--- src/pkg/mdp_defines.svh ---
// Purpose: timing and reset constants for the mac data port block
// Assumes: ref_clk at 20 MHz
// Notes: link clock half periods are counts of ref_clk cycles
`ifndef MDP_DEFINES_SVH
`define MDP_DEFINES_SVH

// core clock
`define MDP_REF_MHZ 16'h0014
// sqe heartbeat length, nanoseconds, and derived cycle count (rounded down)
`define MDP_SQE_NS 16'h03E8
`define MDP_SQE_CYC ((`MDP_SQE_NS * `MDP_REF_MHZ) / 16'h03E8)
// half periods of the generated link clock, in ref_clk cycles
`define MDP_HALF_MII100 4'h1
`define MDP_HALF_MII10 4'hA
`define MDP_HALF_RMII 4'h1
// reset values
`define MDP_RXD_RST 4'h0
`define MDP_CNT_RST 4'h0

`endif

--- src/pkg/mdp_pkg.sv ---
// Purpose: shared types of the mac data port block
// Assumes: nothing beyond SystemVerilog packages
// Notes: constants live in mdp_defines.svh
`default_nettype none

package mdp_pkg;

  // strapped or configured operating mode
  typedef struct packed {
    logic rmii;
    logic master;
    logic speed100;
    logic full_duplex;
    logic hb_en;
  } mdp_cfg_t;

  // receive symbols delivered by the line decoder
  typedef struct packed {
    logic active;
    logic valid;
    logic err;
    logic [3:0] data;
  } mdp_line_rx_t;

  // transmit symbols handed to the line encoder
  typedef struct packed {
    logic valid;
    logic [3:0] data;
  } mdp_line_tx_t;

endpackage

`default_nettype wire

--- src/rtl/mdp_data_port.sv ---
// Purpose: phy side of the mii / rmii mac data interface
// Assumes: one core clock; mac pins and mode straps synchronised here
// Notes: link clocks are generated by division of ref_clk; see defines
`timescale 1ns/100ps
`default_nettype none
`include "mdp_defines.svh"

module mdp_data_port
(
  input wire logic ref_clk,
  input wire logic reset_n,
  input wire mdp_pkg::mdp_cfg_t cfg_pins,
  input wire logic tx_en,
  input wire logic [3:0] txd,
  input wire mdp_pkg::mdp_line_rx_t line_rx,
  output mdp_pkg::mdp_line_tx_t line_tx,
  output logic tx_clk,
  output logic rx_clk,
  output logic rx_dv,
  output logic rx_er,
  output logic [3:0] rxd,
  output logic crs_crs_dv,
  output logic col
);

  localparam int SYNC_W = 10;
  localparam logic [4:0] SQE_CYC = 5'(`MDP_SQE_CYC);

  ////////////////////////////////////////////////////////////////////////////
  // pin synchronisers: straps and mac pins come from outside this clock

  logic [SYNC_W-1:0] sync1_q;
  logic [SYNC_W-1:0] sync2_q;
  mdp_pkg::mdp_cfg_t cfg;
  logic tx_en_s;
  logic [3:0] txd_s;

  // first stage feeds only the second stage
  always_ff @(posedge ref_clk or negedge reset_n)
  begin
    if (!reset_n)
    begin
      sync1_q <= '0;
      sync2_q <= '0;
    end
    else
    begin
      sync1_q <= {cfg_pins, tx_en, txd};
      sync2_q <= sync1_q;
    end
  end

  assign cfg = mdp_pkg::mdp_cfg_t'(sync2_q[9:5]);
  assign tx_en_s = sync2_q[4];
  assign txd_s = sync2_q[3:0];

  ////////////////////////////////////////////////////////////////////////////
  // link clock divider; rise is the one-cycle enable for every transfer

  logic [3:0] cnt_q;
  logic [3:0] cnt_d;
  logic lclk_q;
  logic lclk_d;
  logic rise;
  logic [3:0] half;

  // half period picked from the current mode
  always_comb
  begin
    if (cfg.rmii)
      half = `MDP_HALF_RMII;
    else if (cfg.speed100)
      half = `MDP_HALF_MII100;
    else
      half = `MDP_HALF_MII10;
    cnt_d = cnt_q + 4'h1;
    lclk_d = lclk_q;
    rise = 1'b0;
    // >= rather than == so a shorter half period after a mode change still wraps
    if (cnt_q >= half - 4'h1)
    begin
      cnt_d = `MDP_CNT_RST;
      lclk_d = !lclk_q;
      rise = !lclk_q;
    end
  end

  always_ff @(posedge ref_clk or negedge reset_n)
  begin
    if (!reset_n)
    begin
      cnt_q <= `MDP_CNT_RST;
      lclk_q <= 1'b0;
    end
    else
    begin
      cnt_q <= cnt_d;
      lclk_q <= lclk_d;
    end
  end

  ////////////////////////////////////////////////////////////////////////////
  // clock pins: mii rates, rmii master reference, idle in rmii slave

  logic clk_out_d;
  logic tx_clk_q;
  logic rx_clk_q;

  // slave mode leaves the pins low; the mac uses its own reference
  always_comb
  begin
    clk_out_d = lclk_d;
    if (cfg.rmii && !cfg.master)
      clk_out_d = 1'b0;
  end

  always_ff @(posedge ref_clk or negedge reset_n)
  begin
    if (!reset_n)
    begin
      tx_clk_q <= 1'b0;
      rx_clk_q <= 1'b0;
    end
    else
    begin
      tx_clk_q <= clk_out_d;
      rx_clk_q <= clk_out_d;
    end
  end

  assign tx_clk = tx_clk_q;
  assign rx_clk = rx_clk_q;

  ////////////////////////////////////////////////////////////////////////////
  // transmit capture toward the line encoder

  mdp_pkg::mdp_line_tx_t tx_q;
  mdp_pkg::mdp_line_tx_t tx_d;

  // sampled only on the link clock rise, so mac launch is at least one full period old
  always_comb
  begin
    tx_d = tx_q;
    if (rise)
    begin
      tx_d.valid = tx_en_s;
      tx_d.data = 4'h0;
      if (tx_en_s && cfg.rmii)
        tx_d.data = {2'b00, txd_s[1:0]};
      else if (tx_en_s)
        tx_d.data = txd_s;
    end
  end

  always_ff @(posedge ref_clk or negedge reset_n)
  begin
    if (!reset_n)
      tx_q <= '0;
    else
      tx_q <= tx_d;
  end

  assign line_tx = tx_q;

  ////////////////////////////////////////////////////////////////////////////
  // receive path: data, valid, error and carrier

  logic rx_dv_q;
  logic rx_dv_d;
  logic rx_er_q;
  logic rx_er_d;
  logic [3:0] rxd_q;
  logic [3:0] rxd_d;
  logic crs_q;
  logic crs_d;
  logic alt_q;
  logic alt_d;

  // rmii crs_dv toggles on alternate dibits once carrier is gone
  always_comb
  begin
    rx_dv_d = rx_dv_q;
    rx_er_d = rx_er_q;
    rxd_d = rxd_q;
    crs_d = crs_q;
    alt_d = alt_q;
    if (rise)
    begin
      rx_dv_d = line_rx.valid;
      rx_er_d = cfg.speed100 && line_rx.valid && line_rx.err;
      rxd_d = `MDP_RXD_RST;
      if (line_rx.valid && cfg.rmii)
      begin
        rxd_d = {2'b00, line_rx.data[1:0]};
        if (line_rx.err)
          rxd_d = {2'b00, ~line_rx.data[1:0]};
      end
      else if (line_rx.valid)
        rxd_d = line_rx.data;
      alt_d = line_rx.valid && !line_rx.active && !alt_q;
      if (!cfg.rmii)
        crs_d = line_rx.active;
      else
        crs_d = line_rx.active || (line_rx.valid && !alt_q);
    end
  end

  always_ff @(posedge ref_clk or negedge reset_n)
  begin
    if (!reset_n)
    begin
      rx_dv_q <= 1'b0;
      rx_er_q <= 1'b0;
      rxd_q <= `MDP_RXD_RST;
      crs_q <= 1'b0;
      alt_q <= 1'b0;
    end
    else
    begin
      rx_dv_q <= rx_dv_d;
      rx_er_q <= rx_er_d;
      rxd_q <= rxd_d;
      crs_q <= crs_d;
      alt_q <= alt_d;
    end
  end

  assign rx_dv = rx_dv_q;
  assign rx_er = rx_er_q;
  assign rxd = rxd_q;
  assign crs_crs_dv = crs_q;

  ////////////////////////////////////////////////////////////////////////////
  // collision and sqe heartbeat

  logic tx_prev_q;
  logic [4:0] sqe_q;
  logic [4:0] sqe_d;
  logic col_q;
  logic col_d;
  logic half_mii;

  // rmii has no collision pin; the mac derives it from crs_dv
  assign half_mii = !cfg.rmii && !cfg.full_duplex;

  // col is registered, so it trails the overlap by one ref_clk cycle
  always_comb
  begin
    sqe_d = sqe_q;
    if (sqe_q != 5'h00)
      sqe_d = sqe_q - 5'h01;
    if (tx_prev_q && !tx_en_s && half_mii && !cfg.speed100 && cfg.hb_en)
      sqe_d = SQE_CYC;
    col_d = half_mii && ((tx_en_s && line_rx.active) || sqe_q != 5'h00);
  end

  always_ff @(posedge ref_clk or negedge reset_n)
  begin
    if (!reset_n)
    begin
      tx_prev_q <= 1'b0;
      sqe_q <= 5'h00;
      col_q <= 1'b0;
    end
    else
    begin
      tx_prev_q <= tx_en_s;
      sqe_q <= sqe_d;
      col_q <= col_d;
    end
  end

  assign col = col_q;
endmodule // mdp_data_port

`default_nettype wire

--- config.mk ---
export PLATFORM = sky130hd
export DESIGN_NAME = mdp_data_port
export DESIGN_NICKNAME = d
export VERILOG_FILES = /design/src/pkg/mdp_pkg.sv /design/src/rtl/mdp_data_port.sv
export VERILOG_INCLUDE_DIRS = /design/src /design/src/pkg
export SDC_FILE = /design/constraint.sdc
export NUM_CORES = 1
export LEC_CHECK = 0
export BUFFER_PORTS_ARGS = -buffer_cell sky130_fd_sc_hd__clkbuf_2
export CAP_MARGIN = 20
export CORE_MARGIN = 5
export CORE_UTILIZATION = 30
export CTS_BUF_LIST = sky130_fd_sc_hd__clkbuf_8 sky130_fd_sc_hd__clkbuf_16
export DETAILED_ROUTE_END_ITERATION = 10
export PLACE_DENSITY = 0.56
export SLEW_MARGIN = 15
export SYNTH_ARGS = -nofsm -noshare
export SYNTH_HDL_FRONTEND = slang
export SYNTH_SLANG_ARGS = --single-unit
--- constraint.sdc ---
create_clock -name ref_clk -period 5.4 [get_ports ref_clk]
set_input_delay 0.54 -clock ref_clk [delete_from_list [all_inputs] [get_ports ref_clk]]
set_output_delay 0.54 -clock ref_clk [all_outputs]
set_load 0.01 [all_outputs]
==> run summary <==
post-CTS setup buffer count - 0
switching pwr - 322 uW
Leak - 0.00101 uW
CP Max Fanout - 23
die height - 86.3 um
Hold Crit Class - input pin to asynchronous set/reset pin
Worst IR Drop VDD - 233 uV
total power per unit cell area - 485 mW/mm2
top cells by area, synth - dfrtp_1 (66%), ha_1 (5.0%), inv_1 (3.4%)
WL final - 2.99 mm
Tmin final - 2.39 ns
area share of the largest cell type after synthesis - 65.9%
core outline area - 0.00557 mm2
clk slew on worst S/H paths - 0.08 ns
antenna viol nets, final - 0
CTS tree - built
Max Freq - 419 MHz
Most Frequent Cell on Critical Path - ha_1
RSZ-0062 raised after global routing - no
Final Cycle Share - 44.2%
gp weighted congestion - 0.732
vias in the first global route - 1100
Post-DP Area - 0.00199 mm2
pin count of the biggest net entering global routing - 47
wire per inst - 12.0 um
Final Net Count - 203
Crit Path Class - flop to flop
syn avg cell area - 12.6 um2
Flop pwr share - 47.6%
Warnings, synthesis - 0
endpoints failing hold - 0
Critical-path top delay cell - ha_1
CTS Buf Count - 5
worst r2r dst - line_tx[4]$_DFFE_PN0P_
Worst Skew - 0.00421 ns
Reg2Reg Setup Slack - 3.01 ns
Slew Limit Fails - 0
htree depth - 2
Max-slew headroom - 50.4%
Setup Viol. Count Final - 0
CP startpoint kind - flop
initial antenna violation count - 0
1st-pass router iterations - 4
die area - 0.00745 mm2
Seq/Total Area, Yosys - 65.9%
Starting Density - 31.4%
Design Area, Final - 0.00209 mm2
GR Overflow Total - 0
Mapped Area - 0.00175 mm2
vias per cell - 4.29
Crit. End Element - flop
clock share of power - 24.1%
total power - 1020 uW
Max Buffers Root-to-Sink - 2
I/O pins - 34
clk root buf - clkbuf_8
worst reg2reg startpoint - sync2_q[9]$_DFF_PN0_
Skew-Pair Late Insertion Delay - 0.29 ns
cell taking the most area after synthesis - dfrtp_1
status - complete, no violations
# DRC - 0
Iteration-0 DRC Markers - 46
most frequent cells in the layout - dfrtp_1 (46), clkbuf_2 (33), inv_1 (18)
DR vias - 1073
actual slew at the worst max-slew pin - 0.745 ns
Max Cap Viol - 0
Synth Instances - 139
Max stage delay on crit path - 0.63 ns
# hold bufs at CTS - 0
fin cells - 250
post-CTS sizing - 0
cell-internal power - 694 uW
placed insts - 242
Global Route Usage Sum - 9.08%
CP Cell Sequence - or2_1 -> ha_1 -> a21o_1 -> ha_1 -> mux2_1
Critical Path RT - 5.58 ns
first-pass GRT wire length - 5.26 mm
Synth cell types - 35
PortBufs - 33
Multi-input gate area - 514 um2
synthesized flop and latch total - 46
fill count - 567
DP Wirelength - 2.17 mm
sw frac - 31.7%
R2R cell count - 5
antenna cells - 0
Horiz. Die Dim - 86.3 um
layout cells sized above 1 - 25.3%
commonest non-fill, non-tap cell in the layout - dfrtp_1
Rows - 27
total negative slack - 0 ns
Register Area - 0.00115 mm2
Gate power share - 28.3%
synth-to-layout area growth - 19.8%
Num Clock Sinks - 46
WP data arrival - 2.56 ns
stage by stage:
stage | hold WS (ns) | utilization, % | setup WS, ns
4_1_cts | 0.334 | 37.6 | 3.01
6_report | 0.315 | 37.6 | 3.01
3_5_place_dp | 0.335 | 35.7 | 3.04
3_3_place_gp | 0.331 | 35.7 | 3.10
2_1_floorplan | 0.244 | - | 3.50
5_1_grt | 0.326 | 37.6 | 2.83
worst max path at each step:
stage,depth (start not counted),startpoint,to,slack [ns]
6_report,5,sync2_q[9]$_DFF_PN0_,line_tx[4]$_DFFE_PN0P_,3.01
5_1_grt,5,sync2_q[9]$_DFF_PN0_,line_tx[4]$_DFFE_PN0P_,2.83
4_1_cts,5,sync2_q[9]$_DFF_PN0_,line_tx[4]$_DFFE_PN0P_,3.01
3_5_place_dp,5,sync2_q[9]$_DFF_PN0_,line_tx[4]$_DFFE_PN0P_,3.04
3_3_place_gp,5,sync2_q[9]$_DFF_PN0_,line_tx[4]$_DFFE_PN0P_,3.10
2_1_floorplan,8,sync2_q[9]$_DFF_PN0_,rx_er$_DFFE_PN0P_,3.50
final cells by class:
class | instances | area share, %
flip-flops and latches | 46 | 55.0
multi-input cells | 74 | 24.6
repair buffers | 34 | 8.24
well taps | 72 | 4.30
clock buffers | 5 | 3.29
inverters | 16 | 2.87
clock inverters | 3 | 1.79
metal layers:
| layer | routed length, um | vias up | part of all wire [%] | track usage, % |
|---|---|---|---|---|
| li1 | - | 538 | - | - |
| met1 | 1380 | 507 | 46 | 11.7 |
| met2 | 1400 | 26 | 47 | 14.0 |
| met3 | 203 | 2 | 6.8 | 3.80 |
| met4 | 10 | 0 | 0.33 | 2.55 |
| met5 | 0 | - | 0 | 0 |
power groups by stage:
stage | Clock [uW] | Sequential, uW | Combinational (uW)
after global placement | 0 | 491 | 291
after detailed placement | 0 | 491 | 294
final | 245 | 483 | 287
after global routing | 269 | 496 | 330
after floorplan | 0 | 494 | 196
after CTS | 252 | 485 | 296
Yosys cell counts, drive strengths merged:
| cell type | instances |
|---|---|
| nand4bb | 1 |
| a211oi | 4 |
| nor4b | 1 |
| nor2 | 7 |
| inv | 16 |
| xnor2 | 2 |
| a21oi | 4 |
| clkbuf | 2 |
| o22ai | 6 |
| nand2 | 7 |
| nor4 | 1 |
| mux2 | 1 |
| a21o | 1 |
| nor3 | 5 |
| dfrtp | 46 |
| or4b | 1 |
| nor2b | 1 |
| buf | 2 |
| o21ai | 6 |
| o21bai | 1 |
| or2 | 1 |
| ha | 7 |
| a31oi | 1 |
| xor2 | 3 |
| nand2b | 3 |
| a211o | 2 |
| nand4b | 1 |
| and3 | 1 |
| nand4 | 1 |
| conb | 1 |
| nand3 | 3 |
sequential cells by signal (all words and copies together) (netlist names):
signal	cells
line_tx	5
sync2_q	10
rx_dv	1
rxd	4
rx_er	1
rx_clk	1
alt_q	1
sync1_q	10
tx_prev_q	1
crs_crs_dv	1
sqe_q	5
lclk_q	1
col	1
cnt_q	4
critical path: cells and delay by family, from the launching register on:
kind | cells | cell delay, ns
AO/OA/AOI/OAI | 1 | 0.13
adder cells (fa/ha/maj) | 2 | 0.98
flip-flops | 1 | 0.50
multiplexers | 1 | 0.38
AND/OR/NAND/NOR | 1 | 0.27
cells by family (layout without fill, tap and decap cells):
logic type,Yosys count,count (layout),share of synthesized area (%)
flip-flops,46,46,65.9
AND/OR/NAND/NOR,34,34,11.6
AO/OA/AOI/OAI,25,25,9.23
buffers and inverters,20,58,4.94
adder cells (fa/ha/maj),7,7,5.01
XOR/XNOR,5,5,2.51
other,1,2,0.215
multiplexers,1,1,0.644
(Power assumes the default switching activity.)
